File: config.mk
export PLATFORM = sky130hd
export DESIGN_NAME = rtccs_ctrl
export DESIGN_NICKNAME = d
export VERILOG_FILES = /design/src/rtl/rtccs_ctrl.v /design/src/rtl/rtccs_busy_timer.v
export VERILOG_INCLUDE_DIRS = /design/src /design/src/rtl
export SDC_FILE = /design/constraint.sdc
export NUM_CORES = 1
export LEC_CHECK = 0
export ABC_AREA = 0
export BUFFER_PORTS_ARGS = -buffer_cell sky130_fd_sc_hd__buf_2
export CORE_MARGIN = 1
export CORE_UTILIZATION = 35
export CTS_CLUSTER_DIAMETER = 120
export DETAILED_ROUTE_END_ITERATION = 10
export PLACE_DENSITY = 0.57
export SYNTH_ARGS = -nofsm -noshare
export SYNTH_HDL_FRONTEND = slang
export SYNTH_SLANG_ARGS = --single-unit
File: constraint.sdc
create_clock -name clk -period 2.8 [get_ports clk]
set_input_delay 0.28 -clock clk [delete_from_list [all_inputs] [get_ports clk]]
set_output_delay 0.28 -clock clk [all_outputs]
set_load 0.005 [all_outputs]
File: src/rtl/rtccs_defs.vh
/*
  Constants of the control and status register block of the serial clock.
  Assumes a 40 MHz system clock; included by the design files by bare name.
*/
`ifndef RTCCS_DEFS_VH
`define RTCCS_DEFS_VH

// Register map
`define RTCCS_ADDR_W 4
`define RTCCS_CTRL1_ADDR 4'he
`define RTCCS_CTRL1_RESET 4'h2

// Field positions of the control register
`define RTCCS_BIT_PIRQ 3
`define RTCCS_BIT_ALARM 2
`define RTCCS_BIT_CARRY 1
`define RTCCS_BIT_SNAP 0

// Serial frame: one direction bit, four address bits, four data bits
`define RTCCS_HDR_BITS 5
`define RTCCS_DATA_BITS 4

// Timing
`define RTCCS_CLK_MHZ 40
`define RTCCS_BUSY_TIME_NS 122100
`define RTCCS_BUSY_CYC ((`RTCCS_BUSY_TIME_NS * `RTCCS_CLK_MHZ) / 1000)

`endif

File: src/rtl/rtccs_ctrl.v
/*
  Control register 1 of a serial real-time clock: second snap, busy, carry
  gate with deferred second, oscillator halt flag, alarm and periodic flags,
  open-drain interrupt pin, and the serial slave that reaches the register.
  Assumes counters, alarm compare and periodic generator live outside and
  exchange one-cycle pulses and levels on clk; ce, sclk, sio_in and osc_ok
  arrive asynchronously and are synchronised here.
  The host lets SIO go while sio_oe is high. Every carry and every snap
  opens a busy window of BUSY_CYC cycles; a new one re-arms it, so busy
  may stretch but each window stays within its bound.
*/
`timescale 1ns/100ps
`default_nettype none
`include "rtccs_defs.vh"

// How it works
// Register Eh: D3 periodic, D2 alarm, D1, D0
// Snap write raises busy at most 122.1 us
// Snap deferred until carry enable returns
// Snap clears sub-seconds, seconds 30+ bump minute
// Busy reads 1 during carry or adjustment
// Host writes counters only while not busy
// Host clears carry enable, checks busy first
// Host may reread counters with carry enabled
// Chip select low sets carry enable
// Held carry applied as one second later
// Host keeps carry enable short or reads enabled
// Halt flag sets while deselected, stays set
// Halt sensing frozen while chip selected
// Register write with oscillator running clears halt
// Alarm flag follows armed match, pulls interrupt
// Periodic flag writable only in level mode
// Mode select: 0 pulse, 1 level
// Register reachable regardless of bank select
// Busy sampled stably at data phase start
module rtccs_ctrl #(
  parameter integer BUSY_CYC = `RTCCS_BUSY_CYC
) (
  input wire clk,
  input wire rst,
  input wire ce,
  input wire sclk,
  input wire sio_in,
  output reg sio_out,
  output reg sio_oe,
  input wire osc_ok,
  input wire sec_tick,
  input wire seconds_ge30,
  input wire alarm_arm,
  input wire alarm_match,
  input wire irq_mode_sel,
  input wire periodic_event,
  input wire periodic_pulse,
  output reg sec_inc,
  output reg snap_clear,
  output reg snap_min_inc,
  output reg carry_enable,
  output reg osc_halt_flag,
  output reg alarm_match_flag,
  output reg periodic_irq_flag,
  output reg counter_update_pending,
  output reg irq_out_n,
  output reg irq_oe
);

  localparam [2:0] ST_HDR = 3'b001;
  localparam [2:0] ST_DATA = 3'b010;
  localparam [2:0] ST_END = 3'b100;
  // Last bit index of each frame phase, taken from the frame widths
  localparam integer HDR_LAST = `RTCCS_HDR_BITS - 1;
  localparam integer DATA_LAST = `RTCCS_DATA_BITS - 1;
  localparam [2:0] HDR_LAST_CNT = HDR_LAST[2:0];
  localparam [2:0] DATA_LAST_CNT = DATA_LAST[2:0];

  // Two-stage synchronisers; first stages feed only the second
  reg ce_m;
  reg ce_s;
  reg sclk_m;
  reg sclk_s;
  reg sclk_d;
  reg sio_m;
  reg sio_s;
  reg osc_m;
  reg osc_s;

  reg [2:0] state;
  reg [2:0] bit_cnt;
  reg [4:0] hdr;
  reg [3:0] wdata;
  reg [3:0] rd_snap;
  reg snap_pending;
  reg carry_pending;
  reg busy_start;
  wire busy_raw;
  wire sclk_rise;
  wire sclk_fall;
  wire [4:0] next_hdr;
  wire [3:0] next_wdata;
  wire ctrl_write;
  wire alarm_hit;
  wire irq_req;

  // Edge of the synchronised serial clock, seen only while selected
  function sclk_edge;
    input sel;
    input now;
    input prev;
    input rising;
    begin
      sclk_edge = sel & (now == rising) & (prev != rising);
    end
  endfunction

  function addr_is_ctrl;
    input [3:0] addr;
    begin
      // Bank select plays no part in this decode
      addr_is_ctrl = (addr == `RTCCS_CTRL1_ADDR);
    end
  endfunction

  always @(posedge clk) begin
    if (rst) begin
      ce_m <= 1'b0;
      ce_s <= 1'b0;
      sclk_m <= 1'b0;
      sclk_s <= 1'b0;
      sclk_d <= 1'b0;
      sio_m <= 1'b0;
      sio_s <= 1'b0;
      osc_m <= 1'b0;
      osc_s <= 1'b0;
    end else begin
      ce_m <= ce;
      ce_s <= ce_m;
      sclk_m <= sclk;
      sclk_s <= sclk_m;
      sclk_d <= sclk_s;
      sio_m <= sio_in;
      sio_s <= sio_m;
      osc_m <= osc_ok;
      osc_s <= osc_m;
    end
  end

  assign sclk_rise = sclk_edge(ce_s, sclk_s, sclk_d, 1'b1);
  assign sclk_fall = sclk_edge(ce_s, sclk_s, sclk_d, 1'b0);
  assign alarm_hit = alarm_arm & alarm_match;
  // Level mode drives from the flag, pulse mode from the waveform
  assign irq_req = alarm_hit | (irq_mode_sel ? periodic_irq_flag : periodic_pulse);
  assign next_hdr = {hdr[3:0], sio_s};
  assign next_wdata = {wdata[2:0], sio_s};
  // Header bit 4 set means a write
  assign ctrl_write = (state == ST_DATA) & sclk_rise & hdr[4] & addr_is_ctrl(hdr[3:0])
                      & (bit_cnt == DATA_LAST_CNT);

  rtccs_busy_timer #(
    .CYCLES(BUSY_CYC)
  ) u_busy (
    .clk(clk),
    .rst(rst),
    .start(busy_start),
    .busy(busy_raw)
  );

  // Serial frame sequencer
  always @(posedge clk) begin
    if (rst) begin
      state <= ST_HDR;
      bit_cnt <= 3'd0;
      hdr <= 5'h00;
      wdata <= 4'h0;
      rd_snap <= 4'h0;
      sio_out <= 1'b0;
      sio_oe <= 1'b0;
    end else if (!ce_s) begin
      // Deselect aborts a frame; a partial write never lands
      state <= ST_HDR;
      bit_cnt <= 3'd0;
      sio_out <= 1'b0;
      sio_oe <= 1'b0;
    end else begin
      case (state)
        ST_HDR: begin
          if (sclk_rise) begin
            hdr <= next_hdr;
            if (bit_cnt == HDR_LAST_CNT) begin
              bit_cnt <= 3'd0;
              state <= ST_DATA;
              if (!next_hdr[4] && addr_is_ctrl(next_hdr[3:0])) begin
                // Frozen once so a busy edge mid-read cannot tear the word
                rd_snap <= {periodic_irq_flag, alarm_match_flag, osc_halt_flag,
                            counter_update_pending};
                sio_out <= periodic_irq_flag;
                sio_oe <= 1'b1;
              end
            end else begin
              bit_cnt <= bit_cnt + 3'd1;
            end
          end
        end
        ST_DATA: begin
          if (sclk_rise) begin
            wdata <= next_wdata;
            if (bit_cnt == DATA_LAST_CNT) begin
              state <= ST_END;
            end
            bit_cnt <= bit_cnt + 3'd1;
          end else if (sclk_fall && sio_oe) begin
            sio_out <= rd_snap[3 - bit_cnt[1:0]];
          end
        end
        ST_END: begin
          if (sclk_fall) begin
            sio_oe <= 1'b0;
          end
        end
        default: begin
          state <= ST_HDR;
        end
      endcase
    end
  end

  // Carry gate, snap and busy
  always @(posedge clk) begin
    if (rst) begin
      carry_enable <= 1'b1;
      snap_pending <= 1'b0;
      carry_pending <= 1'b0;
      sec_inc <= 1'b0;
      snap_clear <= 1'b0;
      snap_min_inc <= 1'b0;
      busy_start <= 1'b0;
      counter_update_pending <= 1'b0;
    end else begin
      sec_inc <= 1'b0;
      snap_clear <= 1'b0;
      snap_min_inc <= 1'b0;
      busy_start <= 1'b0;
      counter_update_pending <= busy_raw;
      if (!ce_s) begin
        carry_enable <= 1'b1;
      end else if (ctrl_write) begin
        carry_enable <= next_wdata[`RTCCS_BIT_CARRY];
      end
      if (ctrl_write && next_wdata[`RTCCS_BIT_SNAP]) begin
        snap_pending <= 1'b1;
      end else if (snap_pending && carry_enable) begin
        // Held while carry is disabled
        snap_pending <= 1'b0;
        snap_clear <= 1'b1;
        snap_min_inc <= seconds_ge30;
        busy_start <= 1'b1;
      end
      if (sec_tick && (!carry_enable || snap_pending)) begin
        // Several held ticks still yield one second; a tick that meets
        // a pending snap is held too, not lost
        carry_pending <= 1'b1;
      end else if (carry_enable && (sec_tick || carry_pending) && !snap_pending) begin
        carry_pending <= 1'b0;
        sec_inc <= 1'b1;
        busy_start <= 1'b1;
      end
    end
  end

  // Oscillator halt sensing
  always @(posedge clk) begin
    if (rst) begin
      osc_halt_flag <= 1'b1;
    end else if (!ce_s && !osc_s) begin
      osc_halt_flag <= 1'b1;
    end else if (ctrl_write && osc_s) begin
      osc_halt_flag <= 1'b0;
    end
    // Otherwise held, including while selected R13
  end

  // Alarm and periodic flags, open-drain interrupt
  always @(posedge clk) begin
    if (rst) begin
      alarm_match_flag <= 1'b0;
      periodic_irq_flag <= 1'b0;
      irq_out_n <= 1'b1;
      irq_oe <= 1'b0;
    end else begin
      alarm_match_flag <= alarm_hit;
      if (irq_mode_sel && periodic_event) begin
        // Event wins over a clearing write in the same cycle
        periodic_irq_flag <= 1'b1;
      end else if (ctrl_write && irq_mode_sel) begin
        periodic_irq_flag <= next_wdata[`RTCCS_BIT_PIRQ];
      end
      // Open drain: enable high exactly while the pin is pulled low
      if (irq_req) begin
        irq_out_n <= 1'b0;
        irq_oe <= 1'b1;
      end else begin
        irq_out_n <= 1'b1;
        irq_oe <= 1'b0;
      end
    end
  end

endmodule // rtccs_ctrl

`default_nettype wire

File: src/rtl/rtccs_busy_timer.v
/*
  Busy window timer: a start pulse opens a window of a fixed cycle count.
  Assumes start is a one-cycle pulse on clk; a new start re-arms the window.
*/
`timescale 1ns/100ps
`default_nettype none
`include "rtccs_defs.vh"

module rtccs_busy_timer #(
  parameter integer CYCLES = `RTCCS_BUSY_CYC
) (
  input wire clk,
  input wire rst,
  input wire start,
  output reg busy
);

  reg [15:0] count;

  always @(posedge clk) begin
    if (rst) begin
      count <= 16'h0000;
      busy <= 1'b0;
    end else if (start) begin
      count <= CYCLES[15:0] - 16'h0001;
      busy <= 1'b1;
    end else if (count != 16'h0000) begin
      count <= count - 16'h0001;
    end else begin
      // Window never exceeds the count, so each window stays within its bound
      busy <= 1'b0;
    end
  end

endmodule // rtccs_busy_timer

`default_nettype wire

==> results of run 1 <==
[flip-flops by register name (all words and copies together), names as in the netlist, 3 cells and up]
register / flops
wdata: 3
u_busy.count: 16
rd_snap: 4
bit_cnt: 3
state: 3
hdr: 5
[metrics by stage]
stage / total power [mW] / instance area, µm² / hold slack [ns]
after floorplan: 1.39 / 2550 / 0.367
after global placement: 1.50 / 2760 / 0.418
after detailed placement: 1.51 / 2760 / 0.428
after CTS: 2.30 / 2960 / 0.131
after global routing: 2.41 / 2960 / 0.133
final: 2.28 / 2960 / 0.145
[power by group]
part | leakage [nW] | switching [mW] | internal (mW)
clock | 0.0958 | 0.366 | 0.415
sequential | 0.482 | 0.0843 | 0.919
combinational | 0.570 | 0.264 | 0.229
total | 1.15 | 0.714 | 1.56
[kinds of logic (layout without fill, tap and decap cells)]
| logic type | count (synthesis) | in the layout |
|---|---|---|
| flip-flops | 59 | 59 |
| buffers and inverters | 23 | 55 |
| AND/OR/NAND/NOR | 125 | 125 |
| adder cells (fa/ha/maj) | 4 | 4 |
| XOR/XNOR | 1 | 1 |
| AO/OA/AOI/OAI | 55 | 55 |
| multiplexers | 12 | 12 |
[worst max-delay path, cell delays in order (launching register included)]
cell and delay (ns):
dfxtp_1 0.35, inv_1 0.08, ha_1 0.18, or3b_2 0.52, or4_4 0.60, mux2_1 0.34
a21oi_1 0.13
[final cells by class]
type,count,area share (%)
Multi-Input combinational cell,197,42.5
Tap cell,96,4.06
Sequential cell,59,39.9
Timing Repair Buffer,30,5.58
Inverter,9,1.14
Clock inverter,7,2.58
Clock buffer,9,4.19
[worst paths after layout]
check                                                   from                           end  slack, ns  depth (start not counted)
worst max-delay path            u_busy.count[0]$_SDFFE_PP0P_  u_busy.count[1]$_SDFFE_PP0P_       0.53                          6
worst min-delay path                            seconds_ge30       snap_min_inc$_SDFF_PP0_       0.15                          2
worst max register to register  u_busy.count[0]$_SDFFE_PP0P_  u_busy.count[1]$_SDFFE_PP0P_       0.53                          6
worst min register to register              osc_m$_SDFF_PP0_              osc_s$_SDFF_PP0_       0.44                          1
[routing by layer]
metal / GRT usage, % / vias to the layer above / routed length [µm]
met1: 22.4 / 1019 / 2820
met4: 7.15 / 0 / 76
met5: 0 / - / 0
met3: 4.45 / 6 / 221
li1: - / 1068 / -
met2: 22.2 / 38 / 2240
[cell usage in the layout, fill, tap and decap left out, types with 10 or more instances in the layout]
cell / count
dfxtp_1: 59
a21oi_1: 21
nor3_1: 10
buf_2: 24
nor2_1: 24
nand3_1: 11
nand2_1: 19
mux2i_1: 10
nor2b_1: 17
==> impl_results.md, run 1 <==
* Status: finished clean
* Final period util at 81.2%
* Die Wd at 87.4 µm
* PnR worst setup slack at 0.526 ns
* Worst-path fanout max at 11
* Worst Hold Class: primary input to flip-flop
* Final net count at 323
* CTS Sinks at 59
* Critical Path Sink Type: flip-flop
* First-pass GRT wire length at 9210 µm
* Total Routing Usage GR at 15.8%
* Setup crit start kind: flip-flop
* Cts repair resizes at 0
* Main combinational cell family by area after synthesis: simple AND/OR/NAND/NOR gates
* Mapped Avg Cell Area at 9.14 µm²
* Clk slew on worst S/H paths at 0.07 ns
* Area Growth Syn to Fin at 16.0%
* Tightest Pin Transition at 0.783 ns
* Overflow after GRT at 0
* Yosys reg bits at 59
* DP HPWL at 3590 µm
* Clk buf depth at 2
* DRC at 0
* Fin util at 42.8%
* Power per cell area at 769 mW/mm²
* Initial antenna violation count at 0
* Share of cells above drive strength 1 at 19.3%
* CTS root buffer: clkbuf_8
* Final ANT Viol Nets at 0
* Reg area at 0.00118 mm²
* Register area share after synthesis at 46.3%
* Sum of negative setup slack at 0 ns
* CTS Hold Buffers Added at 0
* Post-synth EDFFs at 0
* N_diodes at 0
* Final wirelength at 5350 µm
* Total number of vias at 2,131
* Per-cell routed wire length at 13.2 µm
* Placed cells at 391
* Worst slew margin at 47.8%
* Largest net degree at the start of global routing at 45
* Yosys warns at 0
* Syn Inst Count at 279
* Leakage power at 1.15 nW
* Final Slew Violations at 0
* CTS tree: built
* Vias in the first global route at 1,892
* Synth top area share at 46.3%
* Mapped Area at 0.00255 mm²
* Drt via density at 5.24
* Syn nets at 296
* Mux cell area share after synthesis at 5.25%
* Drt pass-1 iters at 4
* Max Clock Skew at 0.0113 ns
* CTS Buf Count at 9
* DIE AREA at 0.00763 mm²
* Synth cell types at 50
* Max H-tree Level at 3
* Most frequent cell after synthesis: dfxtp_1
* Max-Cap Viols at 0
* Die Y at 87.4 µm
* Number of DRC markers in iteration 0 at 98
* I/O pin count at 25
* Max Fclk at 440 MHz
* Area of the multi-input gates at 0.00126 mm²
* Commonest cells in the netlist: 59 x dfxtp_1, 24 x nor2_1, 21 x a21oi_1
* Final GP Congestion at 0.829
* Pre-CTS setup slack at 0.541 ns
* Unrepaired setup endpoints after global routing: false
* Worst VDD drop at 0.344 mV
* Initial Util at 36.9%
* Top FF cell, synth: dfxtp_1
* Synth Area in Compound Gates at 14.2%
* # setup viols final at 0
* IO buf count at 24
* Synth area leaders: dfxtp_1 46%, nor2b_1 4.2%, a21oi_1 4.1%
* Finished Layout Cells at 407
* Data arrival, critical path at 2.54 ns
* FP Rows at 30
* Crit path kind: flip-flop to flip-flop
* Cell taking the most area after synthesis: dfxtp_1
* Core area at 0.00691 mm²
* Postcts setup bufs at 0
* Post-Synth Adder-Cell Area at 1.96%
* Post-Synth Simple-Gate Area at 27.6%
* Required time worst endpoint at 3.07 ns
* Xor/xnor cell area share of the yosys netlist at 0.343%
* Final min period at 2.27 ns
* Hold Violations, Final at 0
* Async SR Flop Fraction at 0%
* Fillcell total at 723
* Worst-Skew Late Latency at 0.33 ns
Power figures use the tool's default switching activity.
==> run 2: changes to the inputs <==
- ABC_AREA: 0 -> 1
- clock period: 2.8 -> 2.2 ns (I/O delays scaled with it)
==> run 2 against run 1 <==
- hold slack worse by 0.066 ns
- count of clock-buffer cells in the layout up 3
- total power grew 38%
- clock power rose by 33%
- cell area up 4.9%
- synthesized area rose by 4.6%
- combinational power increased by 69%
- critical path depth increased by 1
- sequential power grew 27%
- via count rose by 4.9%
- critical path type unchanged
- fmax rose by 36%
- critical endpoint is now busy_start$_SDFF_PP0_
==> impl_results.md, run 2 <==
* DP HPWL at 3940 µm (+9.9%)
* Synth top area share at 44.3% (-2.0 points)
* Worst-path fanout max at 5 (-6)
* Status: finished clean
* Yosys warns at 0 (unchanged)
* Final GP Congestion at 0.810 (-2.3%)
* DRC at 0 (unchanged)
* Hold Path Depth at 3 (+1)
* # setup viols final at 0 (unchanged)
* Die Wd at 89.3 µm (+2.2%)
* Worst R2R Path Depth at 7 (+1)
* Tightest Pin Transition at 0.622 ns (-0.161 ns)
* Max-Cap Viols at 0 (unchanged)
* Sum of negative setup slack at 0 ns (unchanged)
* Most common cell after layout, fill and taps aside: nand2_1
* Critical Path Slowest Stage Cell: dfxtp_1
* Worst path cell trace: ha_1 -> ha_1 -> nand2_1 -> nor3_2 -> nand3_1 -> nand4_2 -> o21ai_1
* Total number of vias at 2,236 (+4.9%)
* Critical path depth in cells at 7 (+1)
* Most frequent cells in the layout: 80 x nand2_1, 76 x nor2_1, 59 x dfxtp_1
* Max H-tree Level at 3 (unchanged)
* CTS Buf Count at 9 (unchanged)
* Hold Crit Start: sclk
* Largest net degree at the start of global routing at 21 (-53%)
* Yosys reg bits at 59 (unchanged)
* Critical Path Sink Type: flip-flop
* Crit Reg-Reg Startpoint: bit_cnt[1]$_SDFFE_PP0P_
* Max Clock Skew at 0.00875 ns (-0.00259 ns)
* Final ANT Viol Nets at 0 (unchanged)
* Final period util at 75.8% (-5.4 points)
* Vias in the first global route at 2,014 (+6.4%)
* Final net count at 416 (+29%)
* Mapped Area at 0.00267 mm² (+4.6%)
* Cell taking the most area after synthesis: dfxtp_1
* Worst Hold Class: primary input to flip-flop
* Total power at 3.14 mW (+38%)
* Leakage power at 1.48 nW (+29%)
* Die Y at 89.3 µm (+2.2%)
* Register area share after synthesis at 44.3% (-2.0 points)
* Per-cell routed wire length at 10.9 µm (-17%)
* Overflow after GRT at 0 (unchanged)
* Area Growth Syn to Fin at 16.3%
* Core area at 0.00733 mm² (+6.1%)
* Synth cell types at 36 (-28%)
* Initial Util at 36.4% (-0.53 points)
* Drt pass-1 iters at 4 (unchanged)
* CTS Hold Buffers Added at 0 (unchanged)
* IO buf count at 24 (unchanged)
* First-pass GRT wire length at 9480 µm (+2.9%)
* Clk slew on worst S/H paths at 0.07 ns (about the same)
* Unrepaired setup endpoints after global routing: false
* Reg-to-reg setup timing slack at 0.53 ns (about the same)
* Final wirelength at 5460 µm (+2.0%)
* Worst VDD drop at 0.440 mV (+28%)
* CP max stage delay at 0.40 ns (-0.20 ns)
* Commonest cells in the netlist: 80 x nand2_1, 76 x nor2_1, 59 x dfxtp_1
* Most frequent cell after synthesis: nand2_1
* Syn nets at 385 (+30%)
* N_diodes at 0 (unchanged)
* Mapped Avg Cell Area at 7.25 µm² (-21%)
* Largest register by flop count: u_busy.count
* Total Routing Usage GR at 15.9% (+0.062 points)
* Clk buf depth at 2 (unchanged)
* Worst Path Buf+Inv at 0 (-1)
* Final min period at 1.67 ns (-0.606 ns)
* DIE AREA at 0.00798 mm² (+4.5%)
* Hold Violations, Final at 0 (unchanged)
* Data arrival, critical path at 1.88 ns (-0.66 ns)
* Initial antenna violation count at 0 (unchanged)
* Most used cell, CP: ha_1
* Syn Inst Count at 368 (+32%)
* Setup crit start kind: flip-flop
* Crit path kind: flip-flop to flip-flop
* Max FFs per register at 16 (unchanged)
* Required time worst endpoint at 2.41 ns (-0.66 ns)
* Hold path endpoint: sclk_m$_SDFF_PP0_
* Share of cells above drive strength 1 at 17.3% (-2.0 points)
* R2r endpoint: busy_start$_SDFF_PP0_
* Synth area leaders: dfxtp_1 44%, nand2_1 11%, nor2_1 11%
* Drt via density at 4.45 (-15%)
* FP Rows at 31 (+3.3%)
* Final Slew Violations at 0 (unchanged)
* Number of DRC markers in iteration 0 at 172 (+76%)
* CTS root buffer: clkbuf_8
* CTS tree: built
* Async SR Flop Fraction at 0% (unchanged)
* Power per cell area at 1010 mW/mm² (+31%)
* Crit-path leading delay family: simple AND/OR/NAND/NOR gates
* Post-synth EDFFs at 0 (unchanged)
* I/O pin count at 25 (unchanged)
* Top Registers: u_busy.count: 16 flops, hdr: 5 flops, rd_snap: 4 flops
* CTS Sinks at 59 (unchanged)
* Cts repair resizes at 0 (unchanged)
* Worst slew margin at 58.5% (+11 points)
* Postcts setup bufs at 0 (unchanged)
* Worst-Skew Late Latency at 0.34 ns (about the same)
* Max Fclk at 599 MHz (+36%)
* Top FF cell, synth: dfxtp_1
-- run 2: cell types whose count changed in the layout (fill, tap and decap cells not counted), sizes merged, moves of 7 or more --
cell   before  now
nand2      19   83
nor2       24   85
inv        10   50
nor2b      17    0
o21ai       3   20
nand3      11   26
a21oi      21   10
mux2i      10    0
a31oi       9    1
o31ai       7    0
or3         7    0
-- run 2: how the worst max path moves through the flow --
stage / slack [ns] / startpoint / endpoint
after global placement: 0.64 / bit_cnt[1]$_SDFFE_PP0P_ / busy_start$_SDFF_PP0_
after global routing: 0.36 / bit_cnt[0]$_SDFFE_PP0P_ / busy_start$_SDFF_PP0_
after CTS: 0.53 / bit_cnt[1]$_SDFFE_PP0P_ / busy_start$_SDFF_PP0_
final: 0.53 / bit_cnt[1]$_SDFFE_PP0P_ / busy_start$_SDFF_PP0_
after detailed placement: 0.57 / bit_cnt[1]$_SDFFE_PP0P_ / busy_start$_SDFF_PP0_
after floorplan: 0.81 / bit_cnt[1]$_SDFFE_PP0P_ / busy_start$_SDFF_PP0_
-- run 2: logic make-up after synthesis --
family / synth area share (%)
adder cells (fa/ha/maj): 1.88
AO/OA/AOI/OAI: 6.70
AND/OR/NAND/NOR: 37.1
XOR/XNOR: 1.64
flip-flops: 44.3
buffers and inverters: 8.44
-- run 2: final cells by class --
type / count / area (µm²)
clock buffers: 12 / 165
clock inverters: 4 / 47.5
fillers: 737 / 4230
inverters: 51 / 196
multi-input cells: 253 / 1260
flip-flops and latches: 59 / 1180
well taps: 99 / 124
repair buffers: 25 / 128
-- run 2: layer usage --
layer,global-route usage [%],vias to the layer above,routed length (µm)
met5,0,-,0
li1,-,1211,-
met1,22.6,973,2920
met4,6.06,0,87
met2,22.1,45,2200
met3,5.26,7,247
-- run 2: worst register-to-register path, cell delays in order (launching register included) --
cell and delay, ns:
dfxtp_1 0.40, ha_1 0.18, ha_1 0.17, nand2_1 0.07, nor3_2 0.34, nand3_1 0.17
nand4_2 0.13, o21ai_1 0.09
-- run 2: per-stage QoR --
step | hold WS (ns) | utilization, % | cells | area, µm² | worst slack [ns]
2_1_floorplan | 0.327 | - | 368 | 2670 | 0.815
3_3_place_gp | 0.395 | 39.4 | 487 | 2890 | 0.641
3_5_place_dp | 0.395 | 39.4 | 487 | 2890 | 0.570
4_1_cts | 0.0694 | 42.3 | 503 | 3100 | 0.533
5_1_grt | 0.0865 | 42.3 | 503 | 3100 | 0.362
6_report | 0.0790 | 42.3 | 503 | 3100 | 0.532
-- run 2: power by group --
group          switching, mW  internal (mW)  leakage, nW
combinational          0.522          0.309        0.886
clock                  0.425          0.612        0.108
sequential            0.0949           1.18        0.482
total                   1.04           2.10         1.48
